`config.mk`:
```
export PLATFORM = sky130hd
export DESIGN_NAME = oug_global_regs
export DESIGN_NICKNAME = d
export VERILOG_FILES = /design/src/common/oug_pkg.sv /design/src/hdl/oug_global_regs.sv
export SDC_FILE = /design/constraint.sdc
export NUM_CORES = 1
export LEC_CHECK = 0
export ABC_AREA = 1
export BUFFER_PORTS_ARGS = -buffer_cell sky130_fd_sc_hd__buf_2
export CAP_MARGIN = 20
export CORE_AREA = 2 2 112 93
export DETAILED_ROUTE_END_ITERATION = 16
export DIE_AREA = 0 0 114 95
export PLACE_DENSITY = 0.81
export SYNTH_ARGS = -nofsm -noshare
export SYNTH_HDL_FRONTEND = slang
export SYNTH_SLANG_ARGS = --single-unit
```
`constraint.sdc`:
```
create_clock -name clock -period 4.8 [get_ports clock]
set_input_delay 1.2 -clock clock [delete_from_list [all_inputs] [get_ports clock]]
set_output_delay 1.2 -clock clock [all_outputs]
set_load 0.02 [all_outputs]
```
`src/common/oug_pkg.sv`:
```
// Notes on behaviour
// - Decode an 8-bit address space of 256 byte locations.
// - Addresses 0x00-0x7F select channel n in window n*16 to n*16+15.
// - Global registers sit at 0x80-0x8F; unused and 0x85, 0x89 read zero.
// - Global registers are reached by one direct bus access, no index step.
// - Summary register bit n is one while channel n requests service; bit 0 is also one while the timer interrupt is pending.
// - Three locator registers pack 3-bit source codes, channel 0 lowest, straddling.
// - Timer control: bit0 irq enable, bit1 start, bit2 function, bit3 clock; upper zero.
// - Timer value low byte and high byte are read/write at consecutive addresses.
// - Oversample bit n one selects 8x for channel n, zero selects 16x.
// - Writing one to channel reset bit n resets channel n; zero does nothing.
// - Sleep register holds one read/write sleep-enable bit per channel.
// - Revision and identification registers are fixed read-only; writes ignored.
// - Broadcast bit0 set makes a channel write hit all eight channels.
// - Sleep is allowed only when every sleep bit is one.
// - Timer time-out code appears only for channel 0; reserved elsewhere.
// - Reading timer control clears a pending timer interrupt.
package oug_pkg;
    localparam logic [7:0] OFS_SUMMARY = 8'h80;
    localparam logic [7:0] OFS_LOC_LOW = 8'h81;
    localparam logic [7:0] OFS_LOC_MID = 8'h82;
    localparam logic [7:0] OFS_LOC_HIGH = 8'h83;
    localparam logic [7:0] OFS_TMR_CTRL = 8'h84;
    localparam logic [7:0] OFS_ZERO_A = 8'h85;
    localparam logic [7:0] OFS_TMR_LOW = 8'h86;
    localparam logic [7:0] OFS_TMR_HIGH = 8'h87;
    localparam logic [7:0] OFS_OVERSAMPLE = 8'h88;
    localparam logic [7:0] OFS_ZERO_B = 8'h89;
    localparam logic [7:0] OFS_CHAN_CLEAR = 8'h8A;
    localparam logic [7:0] OFS_LOW_POWER = 8'h8B;
    localparam logic [7:0] OFS_REVISION = 8'h8C;
    localparam logic [7:0] OFS_DEVICE_ID = 8'h8D;
    localparam logic [7:0] OFS_BROADCAST = 8'h8E;
    localparam logic [3:0] GLOBAL_WINDOW = 4'h8;
    localparam int TC_IRQ_EN_BIT = 0;
    localparam int TC_START_BIT = 1;
    localparam int TC_FUNC_BIT = 2;
    localparam int TC_CLKSRC_BIT = 3;
    localparam int BCAST_BIT = 0;
    localparam logic [2:0] SRC_NONE = 3'h0;
    localparam logic [2:0] SRC_TIMER = 3'h7;
    localparam logic [3:0] RST_TMR_CTRL = 4'h0;
    localparam logic [15:0] RST_TMR_VALUE = 16'h0000;
    localparam logic [7:0] RST_OVERSAMPLE = 8'h00;
    localparam logic [7:0] RST_LOW_POWER = 8'h00;
    localparam logic [7:0] RST_BROADCAST = 8'h00;
    localparam logic [7:0] ALL_CHANNELS = 8'hFF;

    typedef struct packed {
        logic [7:0] addr;
        logic [7:0] wdata;
        logic csB;
        logic rdB;
        logic wrB;
    } oug_host_t;

    typedef struct packed {
        logic [7:0] sel;
        logic [3:0] addr;
        logic [7:0] wdata;
        logic wr;
        logic rd;
    } oug_chan_t;
endpackage : oug_pkg

```
`src/hdl/oug_global_regs.sv`:
```
`timescale 1ns/10ps
module oug_global_regs #(
    parameter logic [7:0] REVISION_VALUE = 8'h01, // Arbitrary value
    parameter logic [7:0] DEVICE_ID_VALUE = 8'h5A // Arbitrary value
) (
    // Clock and reset
    input wire logic clock,
    input wire logic rst_b,
    // Host bus pins
    input wire oug_pkg::oug_host_t hostPins,
    output logic [7:0] dataOut_q,
    output logic dataOeB_q,
    // Channel side
    input wire logic [7:0] chanIrq,
    input wire logic [7:0][2:0] chanSrc,
    input wire logic [7:0] chanRdata,
    output oug_pkg::oug_chan_t chanAcc_q,
    output logic [7:0] chanReset_q,
    // Global controls
    input wire logic timerTimeout,
    output logic [3:0] timerCtrl_q,
    output logic [15:0] timerValue_q,
    output logic [7:0] oversample_q,
    output logic [7:0] sleepEn_q,
    output logic sleepAllowed_q,
    output logic timerIrq_q
);
    import oug_pkg::*;

    logic [1:0] rstSync_q;
    logic rstN;
    oug_host_t hostS1_q;
    oug_host_t hostS2_q;
    logic rdPrev_q;
    logic wrPrev_q;
    logic [7:0] bcast_q;
    logic rdActive;
    logic wrActive;
    logic rdEdge;
    logic wrEdge;
    logic [7:0] addr;
    logic [7:0] wdata;
    logic isGlobal;
    logic [23:0] srcVec;
    logic [7:0] summary;
    logic [7:0] readVal;
    logic timerClear;
    logic timerSet;

    // Reset released through two flops
    always_ff @(posedge clock or negedge rst_b) begin
        if (!rst_b) begin
            rstSync_q <= 2'h0;
        end else begin
            rstSync_q <= {rstSync_q[0], 1'b1};
        end
    end
    assign rstN = rstSync_q[1];

    // Pins pass two flops; address and data are stable while a strobe is low
    always_ff @(posedge clock or negedge rstN) begin
        if (!rstN) begin
            hostS1_q <= '{addr: 8'h00, wdata: 8'h00, csB: 1'b1, rdB: 1'b1, wrB: 1'b1};
            hostS2_q <= '{addr: 8'h00, wdata: 8'h00, csB: 1'b1, rdB: 1'b1, wrB: 1'b1};
        end else begin
            hostS1_q <= hostPins;
            hostS2_q <= hostS1_q;
        end
    end

    assign addr = hostS2_q.addr;
    assign wdata = hostS2_q.wdata;
    assign rdActive = !hostS2_q.csB && !hostS2_q.rdB;
    assign wrActive = !hostS2_q.csB && !hostS2_q.wrB;
    assign rdEdge = rdActive && !rdPrev_q;
    assign wrEdge = wrActive && !wrPrev_q;
    assign isGlobal = (addr[7:4] == GLOBAL_WINDOW);

    always_ff @(posedge clock or negedge rstN) begin
        if (!rstN) begin
            rdPrev_q <= 1'b0;
            wrPrev_q <= 1'b0;
        end else begin
            rdPrev_q <= rdActive;
            wrPrev_q <= wrActive;
        end
    end

    // Source codes; timer shows only on channel 0, lowest priority there
    always_comb begin
        srcVec = 24'h000000;
        for (int i = 0; i < 8; i++) begin
            srcVec[i*3 +: 3] = (chanSrc[i] == SRC_TIMER) ? SRC_NONE : chanSrc[i];
        end
        if (srcVec[2:0] == SRC_NONE && timerIrq_q) begin
            srcVec[2:0] = SRC_TIMER;
        end
    end

    assign summary = {chanIrq[7:1], chanIrq[0] | timerIrq_q};

    // Read mux
    always_comb begin
        readVal = 8'h00;
        if (!isGlobal) begin
            readVal = chanRdata;
        end else begin
            unique case (addr)
                OFS_SUMMARY: readVal = summary;
                OFS_LOC_LOW: readVal = srcVec[7:0];
                OFS_LOC_MID: readVal = srcVec[15:8];
                OFS_LOC_HIGH: readVal = srcVec[23:16];
                OFS_TMR_CTRL: readVal = {4'h0, timerCtrl_q};
                OFS_TMR_LOW: readVal = timerValue_q[7:0];
                OFS_TMR_HIGH: readVal = timerValue_q[15:8];
                OFS_OVERSAMPLE: readVal = oversample_q;
                OFS_LOW_POWER: readVal = sleepEn_q;
                OFS_REVISION: readVal = REVISION_VALUE;
                OFS_DEVICE_ID: readVal = DEVICE_ID_VALUE;
                OFS_BROADCAST: readVal = bcast_q;
                default: readVal = 8'h00;
            endcase
        end
    end

    // Data bus drive, low enable while reading
    always_ff @(posedge clock or negedge rstN) begin
        if (!rstN) begin
            dataOut_q <= 8'h00;
            dataOeB_q <= 1'b1;
        end else begin
            dataOeB_q <= !rdActive;
            if (rdActive) begin
                dataOut_q <= readVal;
            end
        end
    end

    // Channel access strobes; broadcast widens a write to all channels
    always_ff @(posedge clock or negedge rstN) begin
        if (!rstN) begin
            chanAcc_q <= '{sel: 8'h00, addr: 4'h0, wdata: 8'h00, wr: 1'b0, rd: 1'b0};
        end else begin
            chanAcc_q.wr <= wrEdge && !isGlobal;
            chanAcc_q.rd <= rdEdge && !isGlobal;
            chanAcc_q.addr <= addr[3:0];
            chanAcc_q.wdata <= wdata;
            if ((wrEdge || rdEdge) && !isGlobal) begin
                if (wrEdge && bcast_q[BCAST_BIT]) begin
                    chanAcc_q.sel <= ALL_CHANNELS;
                end else begin
                    chanAcc_q.sel <= 8'h01 << addr[6:4];
                end
            end else begin
                chanAcc_q.sel <= 8'h00;
            end
        end
    end

    // Global register writes
    always_ff @(posedge clock or negedge rstN) begin
        if (!rstN) begin
            timerCtrl_q <= RST_TMR_CTRL;
            timerValue_q <= RST_TMR_VALUE;
            oversample_q <= RST_OVERSAMPLE;
            sleepEn_q <= RST_LOW_POWER;
            bcast_q <= RST_BROADCAST;
        end else if (wrEdge && isGlobal) begin
            unique case (addr)
                OFS_TMR_CTRL: timerCtrl_q <= wdata[3:0];
                OFS_TMR_LOW: timerValue_q[7:0] <= wdata;
                OFS_TMR_HIGH: timerValue_q[15:8] <= wdata;
                OFS_OVERSAMPLE: oversample_q <= wdata;
                OFS_LOW_POWER: sleepEn_q <= wdata;
                OFS_BROADCAST: bcast_q <= {7'h00, wdata[BCAST_BIT]};
                default: ;
            endcase
        end
    end

    // One-shot channel resets, only ones act
    always_ff @(posedge clock or negedge rstN) begin
        if (!rstN) begin
            chanReset_q <= 8'h00;
        end else if (wrEdge && addr == OFS_CHAN_CLEAR) begin
            chanReset_q <= wdata;
        end else begin
            chanReset_q <= 8'h00;
        end
    end

    always_ff @(posedge clock or negedge rstN) begin
        if (!rstN) begin
            sleepAllowed_q <= 1'b0;
        end else begin
            sleepAllowed_q <= (sleepEn_q == ALL_CHANNELS);
        end
    end

    // Timer interrupt: a time-out in the clearing cycle is kept
    assign timerSet = timerTimeout && timerCtrl_q[TC_IRQ_EN_BIT];
    assign timerClear = rdEdge && addr == OFS_TMR_CTRL;
    always_ff @(posedge clock or negedge rstN) begin
        if (!rstN) begin
            timerIrq_q <= 1'b0;
        end else if (timerSet) begin
            timerIrq_q <= 1'b1;
        end else if (timerClear) begin
            timerIrq_q <= 1'b0;
        end
    end

    a_tmr_irq_set: assert property (@(posedge clock) disable iff (!rstN)
        timerSet |=> timerIrq_q) else $error("timer interrupt not set");
    a_tmr_rd_clear: assert property (@(posedge clock) disable iff (!rstN)
        timerClear && !timerSet |=> !timerIrq_q) else $error("timer interrupt not cleared by read");
    a_reset_pulse_once: assert property (@(posedge clock) disable iff (!rstN)
        (chanReset_q != 8'h00) && !wrEdge |=> chanReset_q == 8'h00) else $error("channel reset held");
    a_reset_from_write: assert property (@(posedge clock) disable iff (!rstN)
        wrEdge && addr == OFS_CHAN_CLEAR |=> chanReset_q == $past(wdata)) else $error("channel reset mismatch");
    a_sleep_all_ones: assert property (@(posedge clock) disable iff (!rstN)
        wrEdge && addr == OFS_LOW_POWER |=> ##1 sleepAllowed_q == ($past(wdata, 2) == 8'hFF))
        else $error("sleep permission wrong");
    a_bcast_write_all: assert property (@(posedge clock) disable iff (!rstN)
        wrEdge && !isGlobal && bcast_q[0] |=> chanAcc_q.wr && chanAcc_q.sel == 8'hFF)
        else $error("broadcast write not to all channels");
    a_chan_window_sel: assert property (@(posedge clock) disable iff (!rstN)
        wrEdge && !isGlobal && !bcast_q[0] |=> chanAcc_q.sel == (8'h01 << $past(addr[6:4])))
        else $error("channel window select wrong");
    a_zero_reads: assert property (@(posedge clock) disable iff (!rstN)
        rdActive && (addr == OFS_ZERO_A || addr == OFS_ZERO_B || addr == 8'h8F) |=> dataOut_q == 8'h00 && !dataOeB_q)
        else $error("reserved location not zero");
    a_oversample_wr: assert property (@(posedge clock) disable iff (!rstN)
        wrEdge && addr == OFS_OVERSAMPLE |=> oversample_q == $past(wdata)) else $error("oversample not written");
    a_summary_read: assert property (@(posedge clock) disable iff (!rstN)
        rdActive && addr == OFS_SUMMARY |=> dataOut_q == $past(summary) && dataOut_q[7:1] == $past(chanIrq[7:1]))
        else $error("summary read wrong");
    a_src_reserved: assert property (@(posedge clock) disable iff (!rstN)
        chanSrc[7] == 3'h7 |-> srcVec[23:21] == 3'h0) else $error("reserved code shown");
    a_id_fixed: assert property (@(posedge clock) disable iff (!rstN)
        rdActive && addr == OFS_DEVICE_ID |=> dataOut_q == DEVICE_ID_VALUE) else $error("id not fixed");
    a_chan_wr_pulse: assert property (@(posedge clock) disable iff (!rstN)
        chanAcc_q.wr |=> !chanAcc_q.wr)
        else $error("channel write strobe held");
    a_chan_rd_pulse: assert property (@(posedge clock) disable iff (!rstN)
        chanAcc_q.rd |=> !chanAcc_q.rd)
        else $error("channel read strobe held");
    a_global_no_chan: assert property (@(posedge clock) disable iff (!rstN)
        (wrEdge || rdEdge) && isGlobal |=> !chanAcc_q.wr && !chanAcc_q.rd && chanAcc_q.sel == 8'h00)
        else $error("global access reached a channel");
    a_chan_rd_data: assert property (@(posedge clock) disable iff (!rstN)
        rdActive && !isGlobal |=> dataOut_q == $past(chanRdata))
        else $error("channel read data wrong");
    a_chan_rd_sel: assert property (@(posedge clock) disable iff (!rstN)
        rdEdge && !isGlobal |=> chanAcc_q.rd && chanAcc_q.sel == (8'h01 << $past(addr[6:4])))
        else $error("channel read select wrong");
    a_rev_fixed: assert property (@(posedge clock) disable iff (!rstN)
        rdActive && addr == OFS_REVISION |=> dataOut_q == REVISION_VALUE)
        else $error("revision not fixed");
    a_ro_write_ignored: assert property (@(posedge clock) disable iff (!rstN)
        wrEdge && (addr == OFS_REVISION || addr == OFS_DEVICE_ID || addr == OFS_ZERO_A) |=> $stable(timerCtrl_q)
        && $stable(timerValue_q) && $stable(oversample_q) && $stable(sleepEn_q) && $stable(bcast_q))
        else $error("write to read-only location changed state");
    a_src_pack_mid: assert property (@(posedge clock) disable iff (!rstN)
        chanSrc[2] != SRC_TIMER |-> srcVec[8:6] == chanSrc[2])
        else $error("channel 2 code misplaced");
    a_src_straddle: assert property (@(posedge clock) disable iff (!rstN)
        chanSrc[5] != SRC_TIMER |-> srcVec[17:15] == chanSrc[5])
        else $error("channel 5 code misplaced");
    a_timer_src_ch0: assert property (@(posedge clock) disable iff (!rstN)
        timerIrq_q && chanSrc[0] == SRC_NONE |-> srcVec[2:0] == SRC_TIMER)
        else $error("timer code missing on channel 0");
    a_ctrl_wr: assert property (@(posedge clock) disable iff (!rstN)
        wrEdge && addr == OFS_TMR_CTRL |=> timerCtrl_q == $past(wdata[3:0]))
        else $error("timer control not written");
    a_ctrl_upper_zero: assert property (@(posedge clock) disable iff (!rstN)
        rdActive && addr == OFS_TMR_CTRL |=> dataOut_q[7:4] == 4'h0)
        else $error("timer control upper bits not zero");
    a_tmr_low_wr: assert property (@(posedge clock) disable iff (!rstN)
        wrEdge && addr == OFS_TMR_LOW |=> timerValue_q[7:0] == $past(wdata) && $stable(timerValue_q[15:8]))
        else $error("timer low byte write wrong");
    a_tmr_high_wr: assert property (@(posedge clock) disable iff (!rstN)
        wrEdge && addr == OFS_TMR_HIGH |=> timerValue_q[15:8] == $past(wdata) && $stable(timerValue_q[7:0]))
        else $error("timer high byte write wrong");
    a_sleep_wr: assert property (@(posedge clock) disable iff (!rstN)
        wrEdge && addr == OFS_LOW_POWER |=> sleepEn_q == $past(wdata))
        else $error("sleep enables not written");
    a_sleep_partial: assert property (@(posedge clock) disable iff (!rstN)
        sleepEn_q != ALL_CHANNELS |=> !sleepAllowed_q)
        else $error("sleep allowed with a channel disabled");
    a_tmr_irq_hold: assert property (@(posedge clock) disable iff (!rstN)
        timerIrq_q && !timerClear |=> timerIrq_q)
        else $error("timer interrupt lost without a read");
    a_oe_idle: assert property (@(posedge clock) disable iff (!rstN)
        !rdActive |=> dataOeB_q)
        else $error("data bus driven outside a read");
    a_oe_read: assert property (@(posedge clock) disable iff (!rstN)
        rdActive |=> !dataOeB_q)
        else $error("data bus not driven during a read");
    a_bcast_reg_wr: assert property (@(posedge clock) disable iff (!rstN)
        wrEdge && addr == OFS_BROADCAST |=> bcast_q == {7'h00, $past(wdata[BCAST_BIT])})
        else $error("broadcast control not written");
endmodule : oug_global_regs

```
* After elaboration in Yosys (flattened, before gate mapping) *
Cells that the tools add are included.

word-level totals
  register bits = 120
  bits of input ports = 62
  output and inout bits = 77
  logic and storage cells = 99

cells by class
  eq/ne operators = 23
  shift-type cells = 1
  multiplexer cells = 16
  bitwise logic cells = 1
  reduce and logical (&&, ||, !) cells = 29

operator list
  cell                                                               number
  8-bit == test, second input constant                               14
  8-bit case mux with 12 select lines                                1
  8-bit two-way mux                                                  4
  3-bit two-way mux                                                  9
  3-bit == test, second input constant                               8
  1-bit logical AND                                                  13
  2-bit AND reduction                                                6
  1-bit by 3-bit << shifter with 8-bit output, first input constant  1
  1-bit logical NOT                                                  7
  4-bit == test, second input constant                               1
  3-bit logical NOT                                                  1
  1-bit two-way mux                                                  2
  2-bit nonzero test                                                 1
  1-bit logical OR                                                   1
  1-bit OR                                                           1

* Depth between registers and ports, before layout *
  word-level depth = 7
  gate-level depth with buffers = 12
  gate-level depth less buffers = 11

* Worst setup path after synthesis *
Ideal clock, no wire load.

  path type = input -> register
  start point = input port chanIrq[0]
  end point = register dataOut_q[0]
  library setup time = 0.113 ns
  arrival = 1.844 ns
  required time = 4.687 ns
  setup slack = 2.844 ns
  stages = 7
  path buffers = 0
  cells stage by stage = or2_2 > nand3_1 > nand3_1 > nor2_1 > nand3_1 > nand2_1 > inv_1

between the ends
  word-level cells in the longest chain between the ends = 3

ends and longest elaborated chain
  element                              RTL line                source
  start: declaration                   oug_global_regs.sv:14   input wire logic [7:0] chanIrq,
  1-bit OR                             oug_global_regs.sv:100  assign summary = {chanIrq[7:1], chanIrq[0] | timerIrq_q};
  8-bit case mux with 12 select lines  oug_global_regs.sv:108  unique case (addr)
  8-bit two-way mux                    oug_global_regs.sv:105  if (!isGlobal) begin
  end signal: assignment               oug_global_regs.sv:134  dataOut_q <= readVal;
  end: declaration                     oug_global_regs.sv:11   output logic [7:0] dataOut_q,

Every way passes these cells.
A chain may end at the register's enable or synchronous reset.

* Worst setup path in the final report *
  start point = register timerCtrl_q[0]
  end point = output port timerCtrl_q[0]

RTL lines
  element                   RTL line                source
  start: declaration        oug_global_regs.sv:21   output logic [3:0] timerCtrl_q,
  start signal: assignment  oug_global_regs.sv:170  OFS_TMR_CTRL: timerCtrl_q <= wdata[3:0];

No word-level cell between the ends.

==> impl_summary.md <==
Run status
The run finished with clean final reports.

Clock tree
The total of hold buffers inserted after clock tree synthesis is 0. Counting every sink on the clock net gives between 100 and 150. The setup fix buffers added after clock tree synthesis is 0. The clock transition at the registers of the reported paths is 0.06 ns. The longest clock path from root to sink contains 2 buffers. The number of buffers inserted during clock tree synthesis is 17. CTS built an H-tree with a depth of 4. In this run the clock root is driven by a clkbuf_16. TritonCTS built the clock tree.

The clock reaches the later pin of the worst-skew pair after roughly 0.42 ns. The total of cells resized after clock tree synthesis is 0.

STA
The max-slew violation count came to 0. Headroom to the max-slew limit came out at 0.449. Setup violations remaining at the end of the flow were counted as 0. The shortest clock period the worst path allows after layout is 2.27 ns. The final sum of negative setup slack is 0 ns. For the pin with the worst max-slew slack, the measured transition is 0.827 ns.

Dividing the final minimum period by the clock period gives 0.474. Setup repair after global routing left no endpoint under its margin. The total count of hold-check failures in the final report is 0.

The achievable clock frequency is 0.440 GHz. Clock skew on the completed layout was measured at around 0.015 ns.

Route
In this run the remaining antenna-violating nets after routing total 0. The via count of the routed design is 4220. The routed wire length per instance is approximately 16 µm. The DRC marker count from the first detailed-route iteration is 304. The residual DRC count is 0.

The final routed wirelength across all metal layers is roughly 13000 µm. The via density per instance is between 5 and 6. The first detailed-routing pass ran for 5 iterations.

Final layout
The number of antenna cells inserted is 0. After the last flow step, the layout net total stands at about 720. The post-synthesis to final-layout area growth is 26.6%.

Leaving out fill and tap cells, the most frequent cell in the layout is buf_2. In the final layout, the share of cells above drive strength 1 is 0.341. The library cells used most frequently in the layout, excluding fill and tap cells, are 138 x buf_2, 123 x nand2_1, 112 x dfrtp_1. For this run, the share of the core covered by cells in the final layout is 0.637.

Power
Dividing total power by cell area gives a power density of just under 400 mW/mm². Summed over all cells, the static leakage comes to around 3.3 nW. The peak supply drop is between 200 and 300 µV.

Worst setup path
Walking the worst path, the cells encountered are buf_2. The number of buffers and inverters on the critical path is 1. In this design, the largest share of critical-path delay is due to flip-flops. The cell with the largest stage delay on the worst path is dfrtp_1.

Along the worst path, the maximum fanout reaches 4. STA puts the critical path data required time at 3.60 ns. The maximum single-stage delay on the critical path is around 0.44 ns.

The sort of element at the start of the critical path is a register. The worst setup path is of the register to output pin kind. The depth of the worst register-to-register path is 7. The critical path endpoint category is an output pin.

Data arrives at the worst endpoint at around 1.1 ns. The number of stages on the worst setup path is 1.

Placement
Input and output buffers added on the ports amount to approximately 140. The routability-driven placement congestion ratio is around 0.9. Summed over all nets, the half-perimeter wirelength after detailed placement is about 9200 µm.

Floorplan
After floorplanning, the core was sized to cover 0.00983 mm². The initial standard-cell utilization of the core is 0.503. In this run the horizontal extent of the chip is ~110 µm.

The number of top-level design ports is around 140. The number of placement rows is 33. The die covers roughly 0.011 mm². The floorplan step set the die height to 95 µm.

Global routing
For this run, global-route usage on met1 was measured as 0.346. In the global route stage, met3 resource usage came out at 0.0879. The number of global-route vias before repair was between 4k and 5k. The wire length of the first global-routing pass is roughly 21000 µm.

The pin count of the biggest net entering global routing is 69. The global-route met2 utilization is 0.388. The number of antenna violations at the first check in global routing is 0. In the global route stage, overall resource usage came out at 0.254. For this run the aggregate overflow at the end of global routing stands at 0. The most used routing layer is met2.

Synthesis
The cell count after synthesis is ~510. The share of synthesized area in the top cell type comes to 0.572. The sequential element share of the synthesized area is 0.609. Synthesis inferred 120 register bits.

By area the synthesized netlist is led by dfrtp_1 57%, nand2_1 9.3%, nand3_1 5.9%. The net count of the mapped netlist is 573. The synthesized area is around 0.005 mm². After synthesis, the mean cell area works out to a little under 10 µm².

The count of unique library cells instantiated by Yosys is 32. Of all cell types, the one taking the most synthesized area is dfrtp_1. Yosys printed 0 warnings.

Worst hold path
The worst hold path belongs to the class register to register. The worst hold path was traced through 0 stages.

Flow run
The number of maximum-capacitance constraint violations is 0.
[stage by stage]
stage / instance area [µm²] / setup WS, ns / cells / hold slack (ns) / power [mW]
2_1_floorplan: 4940 / 1.22 / 511 / 0.331 / 1.21
3_3_place_gp: 5710 / 2.64 / 762 / 0.333 / 1.29
3_5_place_dp: 5710 / 2.60 / 762 / 0.335 / 1.30
4_1_cts: 6260 / 2.50 / 794 / 0.347 / 2.46
5_1_grt: 6260 / 2.49 / 794 / 0.354 / 2.53
6_report: 6260 / 2.53 / 794 / 0.350 / 2.44
[path summary, 6_finish.rpt]
| path | from | endpoint | slack, ns |
|---|---|---|---|
| min in group asynchronous | rstSync_q[1]$_DFF_PN0_ | hostS1_q[3]$_DFF_PN0_ | 0.36 |
| worst max-delay path | timerCtrl_q[0]$_DFFE_PN0P_ | timerCtrl_q[0] | 2.53 |
| worst min-delay path | hostS1_q[7]$_DFF_PN0_ | wdata[4]$_DFF_PN0_ | 0.35 |
| worst min register to register | hostS1_q[7]$_DFF_PN0_ | wdata[4]$_DFF_PN0_ | 0.35 |
| max in group asynchronous | rstSync_q[1]$_DFF_PN0_ | timerValue_q[3]$_DFFE_PN0P_ | 3.14 |
| worst max register to register | addr[6]$_DFF_PN0_ | chanReset_q[2]$_DFF_PN0_ | 2.75 |
[registers in the layout, summed over array words and instances, names as in the netlist, 2 cells and up]
signal / cells
oversample_q: 8
wdata: 8
timerCtrl_q: 4
hostS1_q: 19
chanReset_q: 8
timerValue_q: 16
addr: 8
chanAcc_q: 22
sleepEn_q: 8
dataOut_q: 8
hostS2_q: 3
rstSync_q: 2
[Yosys cell counts]
library cell,n
nand2_4,4
inv_1,29
nor2_1,50
a21boi_0,9
nand4_1,8
nor2_8,1
conb_1,1
o21ai_1,25
o21ai_2,8
nand3_2,2
a21oi_1,19
nor3_2,1
dfrtp_1,113
nor2_4,3
o21bai_1,1
nand2_2,6
nand2_1,123
clkbuf_1,1
nand3_4,1
nor4_4,1
inv_4,1
buf_6,5
or2_2,7
buf_4,2
inv_2,6
o21ai_0,6
nor3_1,1
dfstp_2,7
nand3_1,58
nor2_2,9
buf_2,2
a22o_1,1
[logic make-up after synthesis]
logic type | synth area share
AOI/OAI and AO/OA | 0.0818
DFF | 0.609
buffers and inverters | 0.0451
and+or+nand+nor | 0.263
other | 0.000759
[report_power, final]
part	internal [mW]	switching (mW)
sequential	1.06	0.0376
combinational	0.0643	0.120
clock	0.671	0.490
[metal layers]
layer  part of all wire  vias up
met2               0.46      177
met5                  0        -
li1                   -     1969
met1               0.45     2059
met3              0.078       15
met4              0.011        0
[cell type report]
class	instances	area (µm²)
Tap cell	122	153
Timing Repair Buffer	139	698
Sequential cell	120	3020
Clock inverter	15	119
Multi-Input combinational cell	345	1710
Inverter	36	138
Fill cell	812	3570
Clock buffer	17	425
Note: power is estimated with default switching activity, not from simulation.
